==> config.mk <==
export PLATFORM = sky130hd
export DESIGN_NAME = imc_config
export DESIGN_NICKNAME = d
export VERILOG_FILES = /design/src/imc_pkg.sv /design/src/imc_addr_watch.sv /design/src/imc_config.sv
export SDC_FILE = /design/constraint.sdc
export NUM_CORES = 1
export LEC_CHECK = 0
export BUFFER_PORTS_ARGS = -buffer_cell sky130_fd_sc_hd__clkbuf_2
export CORE_UTILIZATION = 48
export CTS_BUF_LIST = sky130_fd_sc_hd__clkbuf_2 sky130_fd_sc_hd__clkbuf_4 sky130_fd_sc_hd__clkbuf_8
export CTS_CLUSTER_DIAMETER = 80
export DETAILED_ROUTE_END_ITERATION = 8
export GPL_TIMING_DRIVEN = 0
export HOLD_SLACK_MARGIN = 0.03
export PLACE_DENSITY = 0.83
export SETUP_SLACK_MARGIN = 0.1
export SLEW_MARGIN = 15
export SYNTH_ARGS = -nofsm -noshare
export SYNTH_HDL_FRONTEND = slang
export SYNTH_HIERARCHICAL = 1
export SYNTH_SLANG_ARGS = --single-unit
==> constraint.sdc <==
create_clock -name sys_clk -period 2.4 [get_ports sys_clk]
set_input_delay 0.12 -clock sys_clk [delete_from_list [all_inputs] [get_ports sys_clk]]
set_output_delay 0.12 -clock sys_clk [all_outputs]
set_load 0.03 [all_outputs]
==> src/imc_pkg.sv <==
package imc_pkg;
  // bus geometry
  localparam int ADDR_W = 6;
  localparam int DATA_W = 32;
  localparam int OWN_W = 7;
  // register byte offsets
  localparam logic [ADDR_W-1:0] OFS_OWN_ADDR = 6'h00;
  localparam logic [ADDR_W-1:0] OFS_SLV_CTRL = 6'h04;
  localparam logic [ADDR_W-1:0] OFS_MINT_CLR = 6'h1C;
  localparam logic [ADDR_W-1:0] OFS_ROLE_CFG = 6'h20;
  localparam logic [ADDR_W-1:0] OFS_STATUS = 6'h24;
  // field positions
  localparam int BIT_SLV_EN = 5;
  localparam int BIT_MST_EN = 4;
  localparam int BIT_LOOP = 0;
  localparam int BIT_SLV_OP = 0;
  localparam int BIT_MINT = 0;
  localparam int BIT_ADDRD = 1;
  localparam int OWN_LSB = 0;
  // reset values
  localparam logic [OWN_W-1:0] RST_OWN_ADDR = 7'h00;
  localparam logic RST_BIT = 1'b0;
  localparam logic [DATA_W-1:0] RD_ZERO = 32'h0000_0000;
  // address phase: seven address bits then the direction bit
  localparam logic [3:0] ADDR_BITS_LAST = 4'h7;
  localparam logic [3:0] CNT_ZERO = 4'h0;
  localparam logic [3:0] CNT_ONE = 4'h1;

  // configuration handed to the rest of the controller
  typedef struct packed {
    logic slave_role_enable;
    logic master_role_enable;
    logic internal_test_loop;
    logic slave_operation_enable;
    logic [OWN_W-1:0] own_bus_address;
  } imc_cfg_s;

  // the two bus lines as seen by the clock domain
  typedef struct packed {
    logic scl;
    logic sda;
  } imc_line_s;

  // address watcher states
  typedef enum logic [1:0] {W_IDLE, W_ADDR, W_BUSY} imc_watch_e;
endpackage
==> src/imc_addr_watch.sv <==
`timescale 1ns/1ps
module imc_addr_watch (
  input wire logic sys_clk,
  input wire logic rst,
  input imc_pkg::imc_line_s line,
  input wire logic enable,
  input wire logic [imc_pkg::OWN_W-1:0] own_bus_address,
  output logic addr_hit,
  output logic addressed
);
  imc_pkg::imc_line_s prev_r; // line levels one cycle back
  imc_pkg::imc_watch_e st_r;
  imc_pkg::imc_watch_e st_nxt;
  logic [3:0] cnt_r;
  logic [3:0] cnt_nxt;
  logic [imc_pkg::OWN_W:0] shift_r;
  logic [imc_pkg::OWN_W:0] shift_nxt;
  logic hit_r;
  logic hit_nxt;
  logic addressed_r;
  logic addressed_nxt;
  logic start_cond;
  logic stop_cond;
  logic scl_rise;

  // bus conditions found from sampled edges of both bus lines
  assign start_cond = prev_r.scl && line.scl && prev_r.sda && !line.sda;
  assign stop_cond = prev_r.scl && line.scl && !prev_r.sda && line.sda;
  assign scl_rise = !prev_r.scl && line.scl;

  // next state of the address watcher
  always_comb
  begin
    st_nxt = st_r;
    cnt_nxt = cnt_r;
    shift_nxt = shift_r;
    hit_nxt = 1'b0;
    addressed_nxt = addressed_r;
    if (!enable)
    begin
      // slave side off: back to idle and unaddressed, bit count and shift register kept
      st_nxt = imc_pkg::W_IDLE;
      addressed_nxt = 1'b0;
    end
    else if (start_cond)
    begin
      // start or repeated start opens an address phase
      st_nxt = imc_pkg::W_ADDR;
      cnt_nxt = imc_pkg::CNT_ZERO;
      addressed_nxt = 1'b0;
    end
    else if (stop_cond)
    begin
      st_nxt = imc_pkg::W_IDLE;
      addressed_nxt = 1'b0;
    end
    else
    begin
      case (st_r)
        imc_pkg::W_ADDR:
        begin
          if (scl_rise)
          begin
            shift_nxt = {shift_r[imc_pkg::OWN_W-1:0], line.sda};
            cnt_nxt = cnt_r + imc_pkg::CNT_ONE;
            if (cnt_r == imc_pkg::ADDR_BITS_LAST)
            begin
              // first bit on the wire is the top address bit
              st_nxt = imc_pkg::W_BUSY;
              if (shift_r[imc_pkg::OWN_W-1:0] == own_bus_address)
              begin
                hit_nxt = 1'b1;
                addressed_nxt = 1'b1;
              end
            end
          end
        end
        default:
        begin
          st_nxt = st_r;
        end
      endcase
    end
  end

  // registers of the address watcher
  always_ff @(posedge sys_clk)
  begin
    if (rst)
    begin
      // idle lines are high: no false edge right after reset
      prev_r <= '1;
      st_r <= imc_pkg::W_IDLE;
      cnt_r <= imc_pkg::CNT_ZERO;
      shift_r <= '0;
      hit_r <= 1'b0;
      addressed_r <= 1'b0;
    end
    else
    begin
      prev_r <= line;
      st_r <= st_nxt;
      cnt_r <= cnt_nxt;
      shift_r <= shift_nxt;
      hit_r <= hit_nxt;
      addressed_r <= addressed_nxt;
    end
  end

  assign addr_hit = hit_r;
  assign addressed = addressed_r;

  // a hit always leaves the watcher addressed
  property p_hit_addressed;
    @(posedge sys_clk) disable iff (rst)
    addr_hit |-> addressed;
  endproperty
  a_hit_addressed: assert property (p_hit_addressed)
    else $error("address hit without addressed state");

  // disabling the slave role drops the addressed state next cycle
  property p_off_unaddressed;
    @(posedge sys_clk) disable iff (rst)
    !enable |=> !addressed;
  endproperty
  a_off_unaddressed: assert property (p_off_unaddressed)
    else $error("addressed while slave role disabled");
endmodule

==> src/imc_config.sv <==
// The implementer's own choice: the Avalon-MM interface to the registers.
`timescale 1ns/1ps
module imc_config (
  input wire logic sys_clk,
  input wire logic rst,
  // avalon-mm register slave
  input wire logic [imc_pkg::ADDR_W-1:0] avs_address,
  input wire logic avs_read,
  input wire logic avs_write,
  input wire logic [imc_pkg::DATA_W-1:0] avs_writedata,
  input wire logic [3:0] avs_byteenable,
  output logic [imc_pkg::DATA_W-1:0] avs_readdata,
  output logic avs_waitrequest,
  // master engine, same clock
  input wire logic mst_int_event,
  input wire logic mst_scl_low,
  input wire logic mst_sda_low,
  // open-drain bus pins
  input wire logic scl_in,
  output logic scl_out,
  output logic scl_oe,
  input wire logic sda_in,
  output logic sda_out,
  output logic sda_oe,
  // configuration, raw master interrupt and slave status
  output imc_pkg::imc_cfg_s cfg,
  output logic mst_int_raw,
  output logic slv_addr_hit,
  output logic slv_addressed
);
  imc_pkg::imc_cfg_s cfg_r; // live configuration
  imc_pkg::imc_cfg_s cfg_nxt;
  logic mint_r; // raw master interrupt
  logic mint_nxt;
  logic ack_r; // answer cycle of the bus
  logic ack_nxt;
  logic [imc_pkg::DATA_W-1:0] rdata_r;
  logic [imc_pkg::DATA_W-1:0] rdata_nxt;
  logic wr_go; // write takes effect this edge
  logic wr_lo; // byte lane holding all fields
  imc_pkg::imc_line_s pin_raw;
  imc_pkg::imc_line_s sync1_r;
  imc_pkg::imc_line_s sync2_r;
  imc_pkg::imc_line_s loop_line;
  imc_pkg::imc_line_s watch_line;
  logic watch_en;
  logic hit;
  logic addressed;

  // request is answered one cycle after it is raised
  assign avs_waitrequest = (avs_read || avs_write) && !ack_r;
  assign wr_go = avs_write && ack_r;
  assign wr_lo = wr_go && avs_byteenable[0];

  // next values of the register file
  always_comb
  begin
    cfg_nxt = cfg_r;
    mint_nxt = mint_r;
    ack_nxt = (avs_read || avs_write) && !ack_r;
    rdata_nxt = rdata_r;
    if (wr_lo && avs_address == imc_pkg::OFS_OWN_ADDR)
    begin
      // own address field, low seven bits map to A6..A0
      cfg_nxt.own_bus_address = avs_writedata[imc_pkg::OWN_W-1:imc_pkg::OWN_LSB];
    end
    else if (wr_lo && avs_address == imc_pkg::OFS_SLV_CTRL)
    begin
      cfg_nxt.slave_operation_enable = avs_writedata[imc_pkg::BIT_SLV_OP];
    end
    else if (wr_lo && avs_address == imc_pkg::OFS_ROLE_CFG)
    begin
      // reserved bits of the write are dropped
      cfg_nxt.slave_role_enable = avs_writedata[imc_pkg::BIT_SLV_EN];
      cfg_nxt.master_role_enable = avs_writedata[imc_pkg::BIT_MST_EN];
      cfg_nxt.internal_test_loop = avs_writedata[imc_pkg::BIT_LOOP];
    end
    // raw interrupt: clear on write of one, a new event wins
    if (wr_lo && avs_address == imc_pkg::OFS_MINT_CLR && avs_writedata[imc_pkg::BIT_MINT])
    begin
      mint_nxt = 1'b0;
    end
    if (mst_int_event)
    begin
      mint_nxt = 1'b1;
    end
    // read data captured in the wait cycle, reserved bits read zero
    if (avs_read && !ack_r)
    begin
      rdata_nxt = imc_pkg::RD_ZERO;
      if (avs_address == imc_pkg::OFS_OWN_ADDR)
      begin
        rdata_nxt[imc_pkg::OWN_W-1:imc_pkg::OWN_LSB] = cfg_r.own_bus_address;
      end
      else if (avs_address == imc_pkg::OFS_ROLE_CFG)
      begin
        rdata_nxt[imc_pkg::BIT_SLV_EN] = cfg_r.slave_role_enable;
        rdata_nxt[imc_pkg::BIT_MST_EN] = cfg_r.master_role_enable;
        rdata_nxt[imc_pkg::BIT_LOOP] = cfg_r.internal_test_loop;
      end
      else if (avs_address == imc_pkg::OFS_STATUS)
      begin
        rdata_nxt[imc_pkg::BIT_MINT] = mint_r;
        rdata_nxt[imc_pkg::BIT_ADDRD] = addressed;
      end
      else
      begin
        // write-only, unmapped: zero
        rdata_nxt = imc_pkg::RD_ZERO;
      end
    end
  end

  // register file flip-flops
  always_ff @(posedge sys_clk)
  begin
    if (rst)
    begin
      cfg_r.slave_role_enable <= imc_pkg::RST_BIT;
      cfg_r.master_role_enable <= imc_pkg::RST_BIT;
      cfg_r.internal_test_loop <= imc_pkg::RST_BIT;
      cfg_r.slave_operation_enable <= imc_pkg::RST_BIT;
      cfg_r.own_bus_address <= imc_pkg::RST_OWN_ADDR;
      mint_r <= 1'b0;
      ack_r <= 1'b0;
      rdata_r <= imc_pkg::RD_ZERO;
    end
    else
    begin
      cfg_r <= cfg_nxt;
      mint_r <= mint_nxt;
      ack_r <= ack_nxt;
      rdata_r <= rdata_nxt;
    end
  end

  // two-flop synchronisers on both bus lines
  assign pin_raw = '{scl: scl_in, sda: sda_in};
  always_ff @(posedge sys_clk)
  begin
    if (rst)
    begin
      sync1_r <= '1;
      sync2_r <= '1;
    end
    else
    begin
      sync1_r <= pin_raw;
      sync2_r <= sync1_r;
    end
  end

  // loopback feeds master drive straight to the slave side
  assign loop_line = '{scl: !mst_scl_low, sda: !mst_sda_low};
  assign watch_line = cfg_r.internal_test_loop ? loop_line : sync2_r;

  // pins only driven by an enabled master outside loopback
  assign scl_out = 1'b0;
  assign sda_out = 1'b0;
  assign scl_oe = cfg_r.master_role_enable && !cfg_r.internal_test_loop && mst_scl_low;
  assign sda_oe = cfg_r.master_role_enable && !cfg_r.internal_test_loop && mst_sda_low;

  // slave answers only with both role and operation enabled
  assign watch_en = cfg_r.slave_role_enable && cfg_r.slave_operation_enable;

  imc_addr_watch u_watch (
    .sys_clk(sys_clk),
    .rst(rst),
    .line(watch_line),
    .enable(watch_en),
    .own_bus_address(cfg_r.own_bus_address),
    .addr_hit(hit),
    .addressed(addressed)
  );

  assign cfg = cfg_r;
  assign mst_int_raw = mint_r;
  assign avs_readdata = rdata_r;
  assign slv_addr_hit = hit;
  assign slv_addressed = addressed;

  // clearing write drops the raw flag unless an event lands
  property p_mint_clear;
    @(posedge sys_clk) disable iff (rst)
    (wr_lo && avs_address == imc_pkg::OFS_MINT_CLR && avs_writedata[imc_pkg::BIT_MINT]
      && !mst_int_event) |=> !mst_int_raw;
  endproperty
  a_mint_clear: assert property (p_mint_clear)
    else $error("raw interrupt not cleared");

  // an event sets the flag even during a clear
  property p_mint_set;
    @(posedge sys_clk) disable iff (rst)
    mst_int_event |=> mst_int_raw;
  endproperty
  a_mint_set: assert property (p_mint_set)
    else $error("interrupt event lost");

  // config write reaches the enables one edge later
  property p_cfg_write;
    @(posedge sys_clk) disable iff (rst)
    (wr_lo && avs_address == imc_pkg::OFS_ROLE_CFG) |=>
      (cfg.slave_role_enable == $past(avs_writedata[imc_pkg::BIT_SLV_EN])
      && cfg.master_role_enable == $past(avs_writedata[imc_pkg::BIT_MST_EN])
      && cfg.internal_test_loop == $past(avs_writedata[imc_pkg::BIT_LOOP]));
  endproperty
  a_cfg_write: assert property (p_cfg_write)
    else $error("config write not applied");

  // loopback never drives the pins
  property p_loop_quiet;
    @(posedge sys_clk) disable iff (rst)
    cfg.internal_test_loop |-> (!scl_oe && !sda_oe);
  endproperty
  a_loop_quiet: assert property (p_loop_quiet)
    else $error("pin driven in loopback");

  // own address read returns the written value in bits 6:0
  property p_own_read;
    @(posedge sys_clk) disable iff (rst)
    (avs_read && !ack_r && avs_address == imc_pkg::OFS_OWN_ADDR) |=>
      (!avs_waitrequest && avs_readdata[imc_pkg::OWN_W-1:0] == $past(cfg.own_bus_address)
      && avs_readdata[imc_pkg::DATA_W-1:imc_pkg::OWN_W] == '0);
  endproperty
  a_own_read: assert property (p_own_read)
    else $error("own address read wrong");

  // reserved config bits always read as zero
  property p_cfg_reserved;
    @(posedge sys_clk) disable iff (rst)
    (avs_read && !ack_r && avs_address == imc_pkg::OFS_ROLE_CFG) |=>
      (avs_readdata[3:1] == 3'h0 && avs_readdata[imc_pkg::DATA_W-1:6] == '0);
  endproperty
  a_cfg_reserved: assert property (p_cfg_reserved)
    else $error("reserved config bits nonzero");

  // slave operation bit follows its write
  property p_slv_op;
    @(posedge sys_clk) disable iff (rst)
    (wr_lo && avs_address == imc_pkg::OFS_SLV_CTRL) |=>
      cfg.slave_operation_enable == $past(avs_writedata[imc_pkg::BIT_SLV_OP]);
  endproperty
  a_slv_op: assert property (p_slv_op)
    else $error("slave operation bit not applied");

  // reset leaves every role and the address cleared
  property p_reset_clear;
    @(posedge sys_clk)
    rst |=> (cfg == '0 && !scl_oe && !sda_oe);
  endproperty
  a_reset_clear: assert property (p_reset_clear)
    else $error("configuration not cleared by reset");

  // every request is answered after exactly one wait cycle
  property p_one_wait;
    @(posedge sys_clk) disable iff (rst)
    ((avs_read || avs_write) && !ack_r) |-> avs_waitrequest ##1 !avs_waitrequest;
  endproperty
  a_one_wait: assert property (p_one_wait)
    else $error("bus answer timing wrong");

  // only an enabled master outside loopback pulls a pin low
  property p_oe_role;
    @(posedge sys_clk) disable iff (rst)
    (scl_oe || sda_oe) |-> (cfg.master_role_enable && !cfg.internal_test_loop);
  endproperty
  a_oe_role: assert property (p_oe_role)
    else $error("pin driven without master role");

  // no address hit while the slave side is switched off
  property p_slv_off;
    @(posedge sys_clk) disable iff (rst)
    !(cfg.slave_role_enable && cfg.slave_operation_enable) |=> !slv_addr_hit;
  endproperty
  a_slv_off: assert property (p_slv_off)
    else $error("address hit while slave side off");

  // own address write reaches the field one edge later
  property p_own_write;
    @(posedge sys_clk) disable iff (rst)
    (wr_lo && avs_address == imc_pkg::OFS_OWN_ADDR) |=>
      cfg.own_bus_address == $past(avs_writedata[imc_pkg::OWN_W-1:imc_pkg::OWN_LSB]);
  endproperty
  a_own_write: assert property (p_own_write)
    else $error("own address write not applied");

  // raw flag holds when neither an event nor a clear arrives
  property p_mint_hold;
    @(posedge sys_clk) disable iff (rst)
    (!mst_int_event && !(wr_lo && avs_address == imc_pkg::OFS_MINT_CLR
      && avs_writedata[imc_pkg::BIT_MINT])) |=> $stable(mst_int_raw);
  endproperty
  a_mint_hold: assert property (p_mint_hold)
    else $error("raw interrupt changed on its own");

  // read data stand until the next read is captured
  property p_rd_hold;
    @(posedge sys_clk) disable iff (rst)
    !(avs_read && !ack_r) |=> $stable(avs_readdata);
  endproperty
  a_rd_hold: assert property (p_rd_hold)
    else $error("read data changed without a read");

  // no request, no wait
  property p_wait_idle;
    @(posedge sys_clk) disable iff (rst)
    !(avs_read || avs_write) |-> !avs_waitrequest;
  endproperty
  a_wait_idle: assert property (p_wait_idle)
    else $error("waitrequest without a request");
endmodule

# Yosys cells after proc, flatten, opt, wreduce, memory -nomap -nowiden
# Cells that the tools add are included.
# op_classes
n_div,0
addsub,1
reduce_logical,44
magnitude_cmp,0
mul,0
shifts,0
n_bitwise,8
eq_ne,8
mux,18
# op_table
operator,n
$logic_and 1x1->1,19
$mux 4,4
$eq 6x6->1 const B,2
$mux 1,10
$reduce_and 3->1,3
$reduce_bool 3->1,3
$not 1->1,8
$reduce_and 4->1,2
$eq 7x7->1,1
$logic_not 1->1,7
$mux 7,1
$reduce_or 7->1,1
$eq 6x3->1 const B,1
$eq 6x5->1 const B,1
$logic_not 6->1,1
$mux 2,3
$reduce_bool 2->1,3
$reduce_and 5->1,1
$add 4x1->4 const B,1
$eq 4x3->1 const B,1
$reduce_or 4->1,1
$eq 2x1->1 const B,1
$ne 2x1->1 const B,1
$reduce_and 2->1,1
2 further kinds,2
# totals
ram_bits,0
n_memories,0
output_inout_bits,51
in_bits,51
elab_cells,99
reg_bits,41
mem_bits_ro,0
latchBits,0

# Depth between registers and ports, before layout
# logic_depth
ltp_word,7
ltp_mapped,7
ltp_nobuf,6

# Cells and area by module
# Netlist, hierarchy kept.
# by_module_without_submodules
mod,seq_area_each_um2,cells_each,area_each_um2,n_inst
imc_config,480.5,147,1328.8,1
imc_addr_watch,340.3,86,780.7,1

# Worst setup path after synthesis
# OpenSTA, ideal clock, no wires.
# synth_path
kind,register -> register
startpoint,reg cfg_r (netlist bit cfg[8])
endpoint,"reg u_watch.hit_r, in the netlist u_watch/addr_hit"
setup_ns,0.079
arrival_time_ns,1.905
required_time_ns,2.321
n_path_buf,0
period_less_slack_ns,1.984
path_stages_with_launch,6
slack_ns,0.416
path_cell_list,dfxtp_1 -> mux2i_1 -> and4bb_2 -> nand4b_4 -> or3_1 -> a211oi_2
# synth_rtl
element,line_no,source
"start, declared",imc_config.sv:31,imc_pkg::imc_cfg_s cfg_r;
"start signal, assigned",imc_config.sv:130,cfg_r <= cfg_nxt;
"end signal, assigned",imc_addr_watch.sv:105,hit_r <= hit_nxt;
"end, declared",imc_addr_watch.sv:18,logic hit_r;

==> metrics.yaml <==
status:
  status: "finished clean"
setup_path:
  critPathKind: "flop to flop"
  path_buf_inv: 0
  cp_max_fo: 7
  critPathSlowestCell: "dfxtp_1"
  cp_data_arrival_time_ns: 2.38
  end_kind: "flop"
  crit_family: "simple AND/OR/NAND/NOR gates"
  crit_path_start_kind: "flop"
  crit_chain: "mux2i_1, and4bb_2, nand4b_4, or3_1, a211oi_2"
  cpPeakStageDelay_ns: 0.51
  critPathRequiredTime_ns: 2.63
sta:
  slew_violations: 0
  setup_viol: 0
  fin_crit_ns: 2.15
  fmax_mhz: 466
  period_share_pct: 89.4
  rsz0062_at_grt: "no"
  relSlewSlack_pct: 50.7
  finalSetupTns_ns: 0
  tightest_slew_ns: 0.734
  clock_skew_ns: 0.00791
  finalHoldViolations: 0
drt:
  highest_layer: "met4"
  drc: 0
  dr_wl_met2_um: 2100
  dr.pass1.iters: 4
  routed_wl_um: 4510
  ant_nets: 0
  drt-met1-wl_um: 2070
  drt_iter0_drc: 98
  via_per_inst: 4.91
  vias: 1786
  wl_per_cell_um: 12.4
  dr_wl_met3_um: 206
yosys:
  synth_xor_area_share_pct: 4.15
  synth-simple-area-share_pct: 25.7
  synth_top_family_by_area: "simple AND/OR/NAND/NOR gates"
  synthTopCellsByArea: "dfxtp_1, buf_4, mux2i_1"
  ys.flop_type: "dfxtp_1"
  seq_area_frac_synth_pct: 38.9
  ys_types: 46
  synth-seq-cells: 41
  yosys.area.top_type: "dfxtp_1"
  synth_top_area_share_pct: 38.9
  synth_cells: 233
  postSynthAreaPerCell_um2: 9.05
  synth_common_cells: "dfxtp_1, buf_4, nand2_1"
  synthArstFlopShare_pct: 0
  syn_area_um2: 2110
  synthMuxAreaShare_pct: 5.22
  synthAdderAreaFrac_pct: 0.593
  synth_edf_count: 0
  synth_most_common_cell: "dfxtp_1"
  synth_compound_area_share_pct: 12.5
  yosys_warnings: 6
clock_tree:
  cts_num_sinks: 41
  htree_num_levels: 2
  post_cts_buffers: 0
  cts_buffers: 5
  root_buffer: "clkbuf_8"
  cts-resized-gates: 0
  tritoncts: "yes"
  cts_buffer_depth: 2
  hold_buffers: 3
  clkTransAtPathRegs_ns: 0.08
  clkLatencyLatePin_ns: 0.30
power:
  power_switching_w: 0.000376
  comb_power_share_pct: 12.8
  power.leakage_nw: 1.18
  seqPwrFrac_pct: 47.9
  p_int_w: 0.00107
  peakVddDrop_uv: 362
  netSwitchingFraction_pct: 26.1
  clkPwrFrac_pct: 39.3
  p_per_area_nw_per_um2: 547
die:
  die-area_um2: 4660
  io_pins: 102
  die_h_um: 68.3
  core-area_um2: 4120
  start_util_pct: 51.3
  chipWidth_um: 68.3
  rows: 23
final_layout:
  nNetsFinal: 365
  drive_gt1_share_pct: 32.2
  utilization_pct: 64.0
  final_cell_count_no_fill: 364
  syn_to_final_growth_pct: 24.9
  final_area_um2: 2640
  antennaDiodeCount: 0
  nFillCells: 365
placement:
  io_buffers: 44
  dp_hpwl_um: 3430
  gp_congestion: 0.820
  dp.cells: 353
  dpl_cell_area_um2: 2490
grt:
  grt_pass1_wl_um: 7160
  grt_pass1_vias: 1565
  antenna_found_initial: 0
  grt_max_degree: 15
  grtUsageTotal_pct: 21.5
  overflow: 0
worst_hold_path:
  hp-class: "primary input to flop"
flow_run:
  max_cap_viol_count: 0
==> layer usage <==
metal | up-vias | GRT usage (%)
li1 | 925 | -
met1 | 793 | 25.7
met2 | 58 | 34.4
met3 | 10 | 4.33
met4 | 0 | 14.6
met5 | - | 0
==> power by group through the flow <==
| stage | Sequential (W) | Clock, W | Combinational, W |
|---|---|---|---|
| floorplan | 0.000709 | 0 | 0.000140 |
| detailed placement | 0.000707 | 0 | 0.000179 |
| global route | 0.000691 | 0.000613 | 0.000200 |
| global placement | 0.000706 | 0 | 0.000177 |
| finish | 0.000691 | 0.000566 | 0.000184 |
| CTS | 0.000691 | 0.000576 | 0.000183 |
==> state kept, by name (all words and copies together), names as in the netlist <==
signal and flops:
u_watch/prev_r 2, sync2_r 2, u_watch/addressed 1, u_watch/shift_r 7, u_watch/addr_hit 1, u_watch/st_r 2
mst_int_raw 1, cfg 11, ack_r 1, avs_readdata 7, sync1_r 2, u_watch/cnt_r 4
==> cells by family after synthesis <==
group / after synthesis
xor gates and xnor gates: 10
and+or+nand+nor: 88
adders and majority gates: 1
AOI/OAI and AO/OA: 39
other: 1
muxes: 11
buffers and inverters: 42
DFF: 41
==> tightest hold or removal path: cells and delay by family <==
family | cells | cell delay, ns
AOI/OAI and AO/OA | 1 | 0.05
and+or+nand+nor | 1 | 0.06
buffers and inverters | 1 | 0.09
==> metrics by stage <==
step / worst slack [ns] / power [W] / hold WS [ns]
3_5_place_dp: 0.292 / 0.000885 / 0.307
6_report: 0.254 / 0.00144 / 0.0545
2_1_floorplan: 0.416 / 0.000849 / 0.224
4_1_cts: 0.258 / 0.00145 / 0.0507
5_1_grt: 0.146 / 0.00150 / 0.0541
3_3_place_gp: 0.351 / 0.000884 / 0.302
==> area by class of cell <==
type                       count  area (um^2)  area share (%)
buffer                        37          249            9.45
multi-input combinational    176         1120            42.4
clock inverter                 3         46.3            1.76
timing repair buffer          47          250            9.50
sequential                    41          821            31.1
clock buffer                   5         68.8            2.61
inverter                       5         18.8           0.712
tap                           50         62.6            2.37
==> path summary, 6_finish.rpt <==
path                              start                          end  slack, ns  cells after the start
hold reg to reg   sync1_r[1]$_SDFF_PP1_        sync2_r[1]$_SDFF_PP1_       0.41                      1
hold / removal         avs_writedata[6]          cfg[6]$_SDFFE_PP0P_       0.05                      3
setup reg to reg    cfg[8]$_SDFFE_PP0P_  u_watch/addr_hit$_SDFF_PP0_       0.25                      5
setup / recovery    cfg[8]$_SDFFE_PP0P_  u_watch/addr_hit$_SDFF_PP0_       0.25                      5
==> layout by cell type (no fill, tap or decap), types with 4 or more instances in the layout <==
cell type	count
clkbuf_2	44
nand2_1	19
o31ai_1	4
or2_2	10
nand3_1	11
a21oi_1	17
inv_1	5
clkbuf_1	8
nand4_1	8
xnor2_1	7
dfxtp_1	41
conb_1	27
nand2b_1	13
clkbuf_8	5
nor2_1	7
mux2i_1	11
buf_4	27
Note: power is estimated with default switching activity, not from simulation.
